### src/common/lin_pkg.sv
// Constants shared by the LIN transceiver control block and its wake-up detector.
// Assumes a 50 MHz system clock and the plain register port of the block.
package lin_pkg;
  localparam int CLK_PERIOD_NS = 20;

  // Minimum dominant time of a bus wake-up, least time so rounded up
  localparam int WAKE_MIN_US     = 70;
  localparam int WAKE_MIN_CYCLES = (WAKE_MIN_US * 1000 + CLK_PERIOD_NS - 1) / CLK_PERIOD_NS;
  localparam int WAKE_CNT_W      = $clog2(WAKE_MIN_CYCLES + 1);

  // Transmit-dominant timeout; figure is a plain default
  localparam int TXDOM_US     = 5000;
  localparam int TXDOM_CYCLES = (TXDOM_US * 1000 + CLK_PERIOD_NS - 1) / CLK_PERIOD_NS;

  localparam int ADDR_W = 8;
  localparam int DATA_W = 8;

  localparam logic [7:0] CTRL_OFS     = 8'h00;
  localparam logic [7:0] STATUS_OFS   = 8'h04;
  localparam logic [7:0] IRQ_STAT_OFS = 8'h08;
  localparam logic [7:0] IRQ_CLR_OFS  = 8'h0C;
  localparam logic [7:0] IRQ_EN_OFS   = 8'h10;

  // Control register fields
  localparam int CTRL_MODE_BIT  = 0;
  localparam int CTRL_RATE_LSB  = 1;
  localparam int CTRL_WAKEN_BIT = 3;

  // Status register fields
  localparam int ST_MODE_BIT  = 0;
  localparam int ST_TOUT_BIT  = 1;
  localparam int ST_UV_BIT    = 2;
  localparam int ST_OT_BIT    = 3;
  localparam int ST_RX_BIT    = 4;
  localparam int ST_DRIVE_BIT = 5;

  // Interrupt event bits
  localparam int IRQ_W        = 4;
  localparam int IRQ_TOUT_BIT = 0;
  localparam int IRQ_WAKE_BIT = 1;
  localparam int IRQ_UV_BIT   = 2;
  localparam int IRQ_OT_BIT   = 3;

  // Input synchroniser bit order
  localparam int SYNC_W      = 4;
  localparam int SYN_TXD_BIT = 0;
  localparam int SYN_BUS_BIT = 1;
  localparam int SYN_UV_BIT  = 2;
  localparam int SYN_OT_BIT  = 3;

  typedef enum logic [1:0] {
    RATE_20K  = 2'h0,
    RATE_10K  = 2'h1,
    RATE_FAST = 2'h2
  } rate_t;

  localparam logic       CTRL_MODE_RST  = 1'b0;
  localparam rate_t      CTRL_RATE_RST  = RATE_20K;
  localparam logic       CTRL_WAKEN_RST = 1'b1;
  localparam logic [3:0] IRQ_EN_RST     = 4'h0;
endpackage : lin_pkg

### src/common/lin_wake_if.sv
// Carrier between the transceiver control and its bus wake-up detector.
// Both ends run on the same system clock.
`timescale 1ns/1ns
interface lin_wake_if;
  logic enable;
  logic busDominant;
  logic wakePulse;

  modport ctrl (output enable, output busDominant, input wakePulse);
  modport det  (input enable, input busDominant, output wakePulse);
endinterface : lin_wake_if

### src/rtl/lin_transceiver_control.sv
// LIN transceiver control: modes, transmit gating, receive path, wake-up,
// register port and interrupt. Assumes pin and analog-flag inputs are
// asynchronous; device mode inputs come from logic on the same clock.
//
// Local design decisions: the placing of the registers and the address-and-strobe port.
`timescale 1ns/1ns

module lin_transceiver_control
#(
  parameter int TXDOM_CYCLES = lin_pkg::TXDOM_CYCLES
)
(
  input  wire logic                        clock,
  input  wire logic                        resetn,
  input  wire logic [lin_pkg::ADDR_W-1:0]  regAddr,
  input  wire logic [lin_pkg::DATA_W-1:0]  regWdata,
  input  wire logic                        regWrite,
  input  wire logic                        regRead,
  output logic      [lin_pkg::DATA_W-1:0]  regRdata,
  input  wire logic                        normalMode,
  input  wire logic                        lowpowerRegulatorOn,
  input  wire logic                        lowpowerRegulatorOff,
  input  wire logic                        secondLinTxInput,
  output logic                             secondLinRxOutput,
  input  wire logic                        secondBusPinIn,
  output logic                             secondBusPinOut,
  output logic                             secondBusPinOe,
  input  wire logic                        supplyUndervoltage,
  input  wire logic                        driverOvertemp,
  output logic                             weakPullupEn,
  output logic                             normalPullupEn,
  output logic      [1:0]                  slewSelect,
  output logic                             wakeEvent,
  output logic                             wakeIntPulse,
  output logic                             regulatorRestart,
  output logic                             irq
);
  localparam int TX_CNT_W = $clog2(TXDOM_CYCLES + 1);
  localparam logic [TX_CNT_W-1:0] TX_LIMIT = TX_CNT_W'(TXDOM_CYCLES);

  typedef struct packed {
    logic [lin_pkg::SYNC_W-1:0]  sync1;
    logic [lin_pkg::SYNC_W-1:0]  sync2;
    logic                        ctrlMode;
    lin_pkg::rate_t              rate;
    logic                        wakeEn;
    logic [lin_pkg::IRQ_W-1:0]   irqStat;
    logic [lin_pkg::IRQ_W-1:0]   irqEn;
    logic [TX_CNT_W-1:0]         txCount;
    logic                        timeout;
    logic                        prevTxd;
    logic                        prevUv;
    logic                        prevOt;
    logic [lin_pkg::DATA_W-1:0]  rdata;
    logic                        busOe;
    logic                        rxd;
    logic                        weakPu;
    logic                        normPu;
    logic                        wakeEvt;
    logic                        intPulse;
    logic                        regRestart;
    logic                        irqOut;
  } ctl_t;

  ctl_t st_reg;
  ctl_t st_next;

  lin_wake_if wakeBus ();

  lin_wake_detect wakeDetect
  (
    .clock  (clock),
    .resetn (resetn),
    .wk     (wakeBus.det)
  );

  logic txdHigh;
  logic busHigh;
  logic underVolt;
  logic overTemp;
  logic active;

  assign txdHigh   = st_reg.sync2[lin_pkg::SYN_TXD_BIT];
  assign busHigh   = st_reg.sync2[lin_pkg::SYN_BUS_BIT];
  assign underVolt = st_reg.sync2[lin_pkg::SYN_UV_BIT];
  assign overTemp  = st_reg.sync2[lin_pkg::SYN_OT_BIT];
  // Only transmit/receive mode while the device is in Normal mode
  assign active    = normalMode && st_reg.ctrlMode;

  // Wake monitoring runs in sleep regardless of device mode
  assign wakeBus.enable      = !st_reg.ctrlMode && st_reg.wakeEn;
  assign wakeBus.busDominant = !busHigh;

  always_comb
  begin
    logic [lin_pkg::IRQ_W-1:0] events;
    logic [lin_pkg::IRQ_W-1:0] clr;
    logic                      wrCtrl;
    events  = '0;
    clr     = '0;
    wrCtrl  = regWrite && (regAddr == lin_pkg::CTRL_OFS);
    st_next = st_reg;

    st_next.sync1 = {driverOvertemp, supplyUndervoltage, secondBusPinIn, secondLinTxInput};
    st_next.sync2 = st_reg.sync1;
    st_next.prevTxd = txdHigh;
    st_next.prevUv  = underVolt;
    st_next.prevOt  = overTemp;

    // Dominant-time counter, restarted on each falling transmit edge
    if (!active || txdHigh)
    begin
      st_next.txCount = '0;
      st_next.timeout = 1'b0;
    end
    else if (st_reg.prevTxd)
      st_next.txCount = '0;
    else if (st_reg.txCount != TX_LIMIT)
      st_next.txCount = st_reg.txCount + 1'b1;
    else
      st_next.timeout = 1'b1;

    st_next.busOe = active && !txdHigh && !underVolt && !overTemp
                    && !st_next.timeout;
    st_next.rxd   = (active && !overTemp) ? busHigh : 1'b1;

    st_next.weakPu = !st_reg.ctrlMode;
    st_next.normPu = st_reg.ctrlMode;

    st_next.wakeEvt    = wakeBus.wakePulse;
    st_next.intPulse   = wakeBus.wakePulse && lowpowerRegulatorOn;
    st_next.regRestart = wakeBus.wakePulse && lowpowerRegulatorOff;

    if (wrCtrl)
    begin
      // Entering transmit/receive needs transmit high; sleep always accepted
      if (!regWdata[lin_pkg::CTRL_MODE_BIT] || txdHigh)
        st_next.ctrlMode = regWdata[lin_pkg::CTRL_MODE_BIT];
      unique case (regWdata[lin_pkg::CTRL_RATE_LSB +: 2])
        2'h1:    st_next.rate = lin_pkg::RATE_10K;
        2'h2:    st_next.rate = lin_pkg::RATE_FAST;
        default: st_next.rate = lin_pkg::RATE_20K;
      endcase
      st_next.wakeEn = regWdata[lin_pkg::CTRL_WAKEN_BIT];
    end
    if (regWrite && regAddr == lin_pkg::IRQ_EN_OFS)
      st_next.irqEn = regWdata[lin_pkg::IRQ_W-1:0];
    if (regWrite && regAddr == lin_pkg::IRQ_CLR_OFS)
      clr = regWdata[lin_pkg::IRQ_W-1:0];

    events[lin_pkg::IRQ_TOUT_BIT] = st_next.timeout && !st_reg.timeout;
    events[lin_pkg::IRQ_WAKE_BIT] = wakeBus.wakePulse;
    events[lin_pkg::IRQ_UV_BIT]   = underVolt && !st_reg.prevUv;
    events[lin_pkg::IRQ_OT_BIT]   = overTemp && !st_reg.prevOt;
    // A new event wins over a clear in the same cycle
    st_next.irqStat = (st_reg.irqStat & ~clr) | events;
    st_next.irqOut  = |(st_next.irqStat & st_next.irqEn);

    st_next.rdata = '0;
    if (regRead)
    begin
      unique case (regAddr)
        lin_pkg::CTRL_OFS:
          st_next.rdata = {4'h0, st_reg.wakeEn, st_reg.rate, st_reg.ctrlMode};
        lin_pkg::STATUS_OFS:
          st_next.rdata = {2'h0, st_reg.busOe, busHigh, overTemp, underVolt,
                           st_reg.timeout, st_reg.ctrlMode};
        lin_pkg::IRQ_STAT_OFS:
          st_next.rdata = {4'h0, st_reg.irqStat};
        lin_pkg::IRQ_EN_OFS:
          st_next.rdata = {4'h0, st_reg.irqEn};
        default:
          st_next.rdata = '0;
      endcase
    end
  end

  always_ff @(posedge clock or negedge resetn)
  begin
    if (!resetn)
    begin
      st_reg            <= '0;
      // Idle levels: transmit high, bus recessive, so no false wake edge
      st_reg.sync1      <= 4'h3;
      st_reg.sync2      <= 4'h3;
      st_reg.prevTxd    <= 1'b1;
      st_reg.ctrlMode   <= lin_pkg::CTRL_MODE_RST;
      st_reg.rate       <= lin_pkg::CTRL_RATE_RST;
      st_reg.wakeEn     <= lin_pkg::CTRL_WAKEN_RST;
      st_reg.irqEn      <= lin_pkg::IRQ_EN_RST;
      st_reg.rxd        <= 1'b1;
      st_reg.weakPu     <= 1'b1;
    end
    else
      st_reg <= st_next;
  end

  assign regRdata          = st_reg.rdata;
  assign secondLinRxOutput = st_reg.rxd;
  // Open-drain: the pin is only ever pulled low
  assign secondBusPinOut   = 1'b0;
  assign secondBusPinOe    = st_reg.busOe;
  assign weakPullupEn      = st_reg.weakPu;
  assign normalPullupEn    = st_reg.normPu;
  assign slewSelect        = st_reg.rate;
  assign wakeEvent         = st_reg.wakeEvt;
  assign wakeIntPulse      = st_reg.intPulse;
  assign regulatorRestart  = st_reg.regRestart;
  assign irq               = st_reg.irqOut;

  AST_UV_RECESSIVE:
    assert property (@(posedge clock) disable iff (!resetn)
      underVolt |=> !secondBusPinOe)
    else $error("bus driven during supply undervoltage");

  AST_INACTIVE:
    assert property (@(posedge clock) disable iff (!resetn)
      !normalMode |=> !secondBusPinOe && secondLinRxOutput)
    else $error("transceiver active outside Normal mode");

  AST_RATE_SELECT:
    assert property (@(posedge clock) disable iff (!resetn)
      (regWrite && regAddr == lin_pkg::CTRL_OFS && regWdata[2:1] == 2'h2)
      |=> slewSelect == lin_pkg::RATE_FAST ##1 1'b1)
    else $error("fast rate not applied");

  AST_THERMAL:
    assert property (@(posedge clock) disable iff (!resetn)
      overTemp |=> !secondBusPinOe && secondLinRxOutput)
    else $error("transceiver enabled during overtemperature");

  AST_DOMINANT:
    assert property (@(posedge clock) disable iff (!resetn)
      (active && !txdHigh && !underVolt && !overTemp && st_reg.txCount == '0 && !st_reg.timeout)
      |=> secondBusPinOe)
    else $error("low transmit input did not drive dominant");

  AST_TIMEOUT_FLAG:
    assert property (@(posedge clock) disable iff (!resetn)
      $rose(st_reg.timeout) |-> st_reg.irqStat[lin_pkg::IRQ_TOUT_BIT] && !secondBusPinOe)
    else $error("timeout did not release bus or set flag");

  AST_RX_FOLLOWS:
    assert property (@(posedge clock) disable iff (!resetn)
      (active && !overTemp) |=> secondLinRxOutput == $past(busHigh))
    else $error("receive output does not follow bus");

  AST_TXRX_IGNORED:
    assert property (@(posedge clock) disable iff (!resetn)
      (regWrite && regAddr == lin_pkg::CTRL_OFS && regWdata[0] && !txdHigh && !st_reg.ctrlMode)
      |=> !st_reg.ctrlMode)
    else $error("mode command accepted while transmit low");

  AST_SLEEP_PULLUP:
    assert property (@(posedge clock) disable iff (!resetn)
      !st_reg.ctrlMode |=> weakPullupEn && !normalPullupEn)
    else $error("pull-up selection wrong in sleep");

  AST_WAKE_REPORT:
    assert property (@(posedge clock) disable iff (!resetn)
      wakeBus.wakePulse |=> wakeEvent && (wakeIntPulse == $past(lowpowerRegulatorOn))
      && (regulatorRestart == $past(lowpowerRegulatorOff)))
    else $error("wake-up not reported as required");
endmodule : lin_transceiver_control

### src/rtl/lin_wake_detect.sv
// Bus wake-up pattern detector: falling edge, long dominant, rising edge.
// Assumes a bus level already synchronised to clock.
`timescale 1ns/1ns
module lin_wake_detect
(
  input  wire logic clock,
  input  wire logic resetn,
  lin_wake_if.det   wk
);
  typedef enum logic [2:0] {
    W_IDLE  = 3'h1,
    W_LOW   = 3'h2,
    W_ARMED = 3'h4
  } wake_state_t;

  typedef struct packed {
    wake_state_t                      state;
    logic                             prevDom;
    logic [lin_pkg::WAKE_CNT_W-1:0]   count;
    logic                             pulse;
  } wake_t;

  wake_t st_reg;
  wake_t st_next;

  always_comb
  begin
    st_next         = st_reg;
    st_next.prevDom = wk.busDominant;
    st_next.pulse   = 1'b0;
    if (!wk.enable)
    begin
      st_next.state = W_IDLE;
    end
    else
    begin
      unique case (st_reg.state)
        W_IDLE:
        begin
          if (wk.busDominant && !st_reg.prevDom)
          begin
            st_next.state = W_LOW;
            st_next.count = '0;
          end
        end
        W_LOW:
        begin
          if (!wk.busDominant)
            st_next.state = W_IDLE;
          else if (st_reg.count == lin_pkg::WAKE_MIN_CYCLES[lin_pkg::WAKE_CNT_W-1:0])
            st_next.state = W_ARMED;
          else
            st_next.count = st_reg.count + 1'b1;
        end
        W_ARMED:
        begin
          if (!wk.busDominant)
          begin
            st_next.state = W_IDLE;
            st_next.pulse = 1'b1;
          end
        end
        default:
          st_next.state = W_IDLE;
      endcase
    end
  end

  always_ff @(posedge clock or negedge resetn)
  begin
    if (!resetn)
      st_reg <= '{state: W_IDLE, prevDom: 1'b0, count: '0, pulse: 1'b0};
    else
      st_reg <= st_next;
  end

  assign wk.wakePulse = st_reg.pulse;

  AST_WAKE_SHAPE:
    assert property (@(posedge clock) disable iff (!resetn)
      wk.wakePulse |-> $past(st_reg.state == W_ARMED) && !$past(wk.busDominant))
    else $error("wake pulse without a full dominant pattern");

  AST_WAKE_GATED:
    assert property (@(posedge clock) disable iff (!resetn)
      wk.wakePulse |-> $past(wk.enable))
    else $error("wake pulse while detection disabled");

  AST_WAKE_RESTART:
    assert property (@(posedge clock) disable iff (!resetn)
      (st_reg.state == W_IDLE && wk.enable && wk.busDominant && !st_reg.prevDom)
      |=> st_reg.state == W_LOW && st_reg.count == '0)
    else $error("dominant count not restarted on falling edge");
endmodule : lin_wake_detect

### config.mk
export PLATFORM = sky130hd
export DESIGN_NAME = lin_transceiver_control
export DESIGN_NICKNAME = d
export VERILOG_FILES = /design/src/common/lin_pkg.sv /design/src/common/lin_wake_if.sv /design/src/rtl/lin_transceiver_control.sv /design/src/rtl/lin_wake_detect.sv
export SDC_FILE = /design/constraint.sdc
export NUM_CORES = 1
export LEC_CHECK = 0
export ABC_AREA = 1
export BUFFER_PORTS_ARGS = -buffer_cell sky130_fd_sc_hd__buf_2
export CAP_MARGIN = 20
export CORE_MARGIN = 4
export CORE_UTILIZATION = 34
export CTS_CLUSTER_SIZE = 24
export DETAILED_ROUTE_END_ITERATION = 10
export MAX_ROUTING_LAYER = met4
export PLACE_DENSITY = 0.55
export SYNTH_ARGS = -nofsm -noshare
export SYNTH_HDL_FRONTEND = slang
export SYNTH_SLANG_ARGS = --single-unit
### constraint.sdc
create_clock -name clock -period 4.1 [get_ports clock]
set_clock_uncertainty 0.05 [all_clocks]
set_input_delay 0.82 -clock clock [delete_from_list [all_inputs] [get_ports clock]]
set_output_delay 0.82 -clock clock [all_outputs]
set_load 0.05 [all_outputs]
==> flow_summary.yaml <==
sta:
  finalCriticalPeriod_ps: 2071
  fin_crit_sh: 0.5052
  setup_viol: 0
  hold_violations: 0
  tightest_slew_ps: 899.2
  holdWs_ps: 295.5
  fmax_mhz: 482.8
  fin_tns_setup_ps: 0
  finalMaxSlewViolations: 0
  slew_headroom: 0.4005
  rsz0062_at_grt: "no"
pwr:
  ir_worst_vdd_v: 0.0002167
  clockPowerShare: 0.398
  cellInternalPower_mw: 1.061
  power.switching_mw: 0.3383
  power_per_cell_area_nw_per_um2: 344.8
  p_seq_frac: 0.539
  power.switching_fraction: 0.2418
  p_comb_frac: 0.062
  p_total_mw: 1.399
  power.leakage_nw: 1.927
worst_setup_path:
  path_cells: "inv_1 > nand3_2 > nor2_1 > nor2_1 > inv_2 > o211ai_2 > nand2_2 > nand2_1 > nand2_1"
  critPathKind: "flop to flop"
  worstPathArrival_ps: 2250
  slowest_stage: "dfstp_2"
  cp_slowest_stage_delay_ps: 540
  critPathLaunchType: "flop"
  critPathCaptureType: "flop"
  cp_data_required_time_ps: 4270
  crit_fanout: 15
  cp_num_buf_inv: 2
  critical_path.top_delay_family: "simple AND/OR/NAND/NOR gates"
clock_network:
  ctsHtreeMaxLevel: 3
  cts_buffer_depth: 2
  clkTransAtPathRegs_ps: 80
  ctsResizeCount: 0
  cts_made_buffers: 9
  cts_tree: "done"
  clock_latency_ps: 340
  cts.root.buffer_cell: "clkbuf_8"
  clock_sinks: 73
  post_cts_buffers: 0
  postCtsHoldBufs: 0
layout:
  final_cell_area_sq_um: 4059
  syn2layout_area_growth_pct: 12.48
  largest_register_ffs: 31
  antenna_cells: 0
  fillerInstances: 1097
  drive_above_1_share: 0.1736
  nets: 510
drt:
  drc: 0
  via_count: 2877
  via_per_inst: 4.640
  wl_met3_um: 398
  dr_wl_met2_um: 3492
  firstDrtPassIters: 4
  wirelength_um: 7503
  ant_nets: 0
  drt_iter0_drc: 138
  wl_per_cell_um: 12.10
  top_layer_used: "met4"
  met1Wirelength_um: 3521
place:
  dpl.hpwl_um: 5420
  port_buffers: 38
  gp_congestion: 0.7927
  place_area_sq_um: 3861
yosys:
  synth_top_area_share: 0.4438
  ys.flop_type: "dfrtp_1"
  synth_area_leaders: "dfrtp_1, nand2_1, dfstp_2"
  yosysUniqueCellTypes: 36
  yosys_warnings: 0
  yosysSeqAreaShare: 0.5094
  synth_seq_cells: 73
  syn_inst: 444
  synth_top_area_cell: "dfrtp_1"
  avgSynthCellArea_sq_um: 8.127
  synth_edf_count: 0
  synth_area_sq_um: 3608
  async_reset_ff_frac: 1.000
floorplan:
  coreArea_sq_um: 10320
  die_w_um: 111.0
  die_height_um: 111.0
  ios: 46
  initial_core_util: 0.3495
  die_area_sq_um: 12330
  rows: 37
global_routing:
  grt_pass1_vias: 2823
  grt_pass1_wl_um: 13010
  grt_max_degree: 74
  track_usage: 0.1306
  grt_antenna_before_repair: 0
  grt.overflow.total: 0
hold_path:
  hold_class: "flop to flop"
run:
  maxCapViolations: 0
outcome:
  status: "complete, no violations"
-- cell usage after synthesis, drive strengths merged (2+ instances only) --
cell type / count
clkinv: 2
nor2: 62
inv: 52
o21bai: 2
ha: 4
dfrtp: 64
nor3b: 3
xor2: 7
xnor2: 2
a22oi: 2
dfstp: 9
nor4: 2
or2: 3
a21oi: 12
o21ai: 11
nand3: 50
buf: 15
nor3: 11
nand4: 5
nand2: 120
o211ai: 2
-- placed cells by master, fill, tap and decap left out, types with 7 or more instances in the layout --
master	synthesis	routed
dfrtp_1	64	64
xor2_1	7	7
nand3_1	45	45
o21ai_0	11	11
a21oi_1	12	12
nor3_1	9	9
nor2_1	60	60
nand2_1	117	117
clkbuf_8	0	10
buf_2	1	37
inv_1	47	47
dfstp_2	9	9
-- metrics by stage --
step / util / setup WS (ps) / cells
global route: 0.3932 / 1832 / 620
global placement: 0.3740 / 1817 / 604
CTS: 0.3932 / 2019 / 620
floorplan: - / 2325 / 446
finish: 0.3932 / 2029 / 620
detailed placement: 0.3740 / 1810 / 604
-- worst paths after layout --
check | from | to | slack [ps] | depth (start not counted)
max in group asynchronous | resetn | st_reg[41] | 2860 | 1
min | st_next[52] | st_next[17] | 300 | 0
min in group asynchronous | resetn | regRdata[0] | 540 | 1
max reg2reg | wakeDetect.st_reg[14] | wakeDetect.st_reg[10] | 2030 | 9
min reg2reg | st_next[52] | st_next[17] | 300 | 0
max | wakeDetect.st_reg[14] | wakeDetect.st_reg[10] | 2030 | 9
-- power groups by stage --
| stage | registers, mW | logic, mW | clock network, mW |
|---|---|---|---|
| after CTS | 0.755 | 0.0894 | 0.584 |
| after global placement | 0.768 | 0.0876 | 0 |
| after detailed placement | 0.768 | 0.0886 | 0 |
| after floorplan | 0.775 | 0.0415 | 0 |
| final | 0.755 | 0.0871 | 0.558 |
| after global routing | 0.757 | 0.0993 | 0.617 |
-- final cells by class --
class	count	area, sq um	share of cell area
clock inverters	5	56.30	0.01387
repair buffers	38	192.7	0.04747
clock buffers	11	141.4	0.03483
multi-input cells	303	1458	0.3591
well taps	136	170.2	0.04192
inverters	54	202.7	0.04994
flip-flops and latches	73	1838	0.4528
-- cell families after synthesis --
| logic type | after synthesis | share of synthesized area |
|---|---|---|
| XOR/XNOR | 9 | 0.02185 |
| AND/OR/NAND/NOR | 256 | 0.3155 |
| flip-flops | 73 | 0.5094 |
| buffers and inverters | 70 | 0.08876 |
| other | 1 | 0.001039 |
| AO/OA/AOI/OAI | 31 | 0.04958 |
| adder cells (fa/ha/maj) | 4 | 0.01387 |
-- metal layers --
layer | vias to the layer above | GRT usage
met5 | - | -
met3 | 6 | 0.04148
li1 | 1461 | -
met1 | 1347 | 0.1561
met4 | 0 | 0.03974
met2 | 63 | 0.2120
No activity file was read; power rests on OpenSTA's default activity.
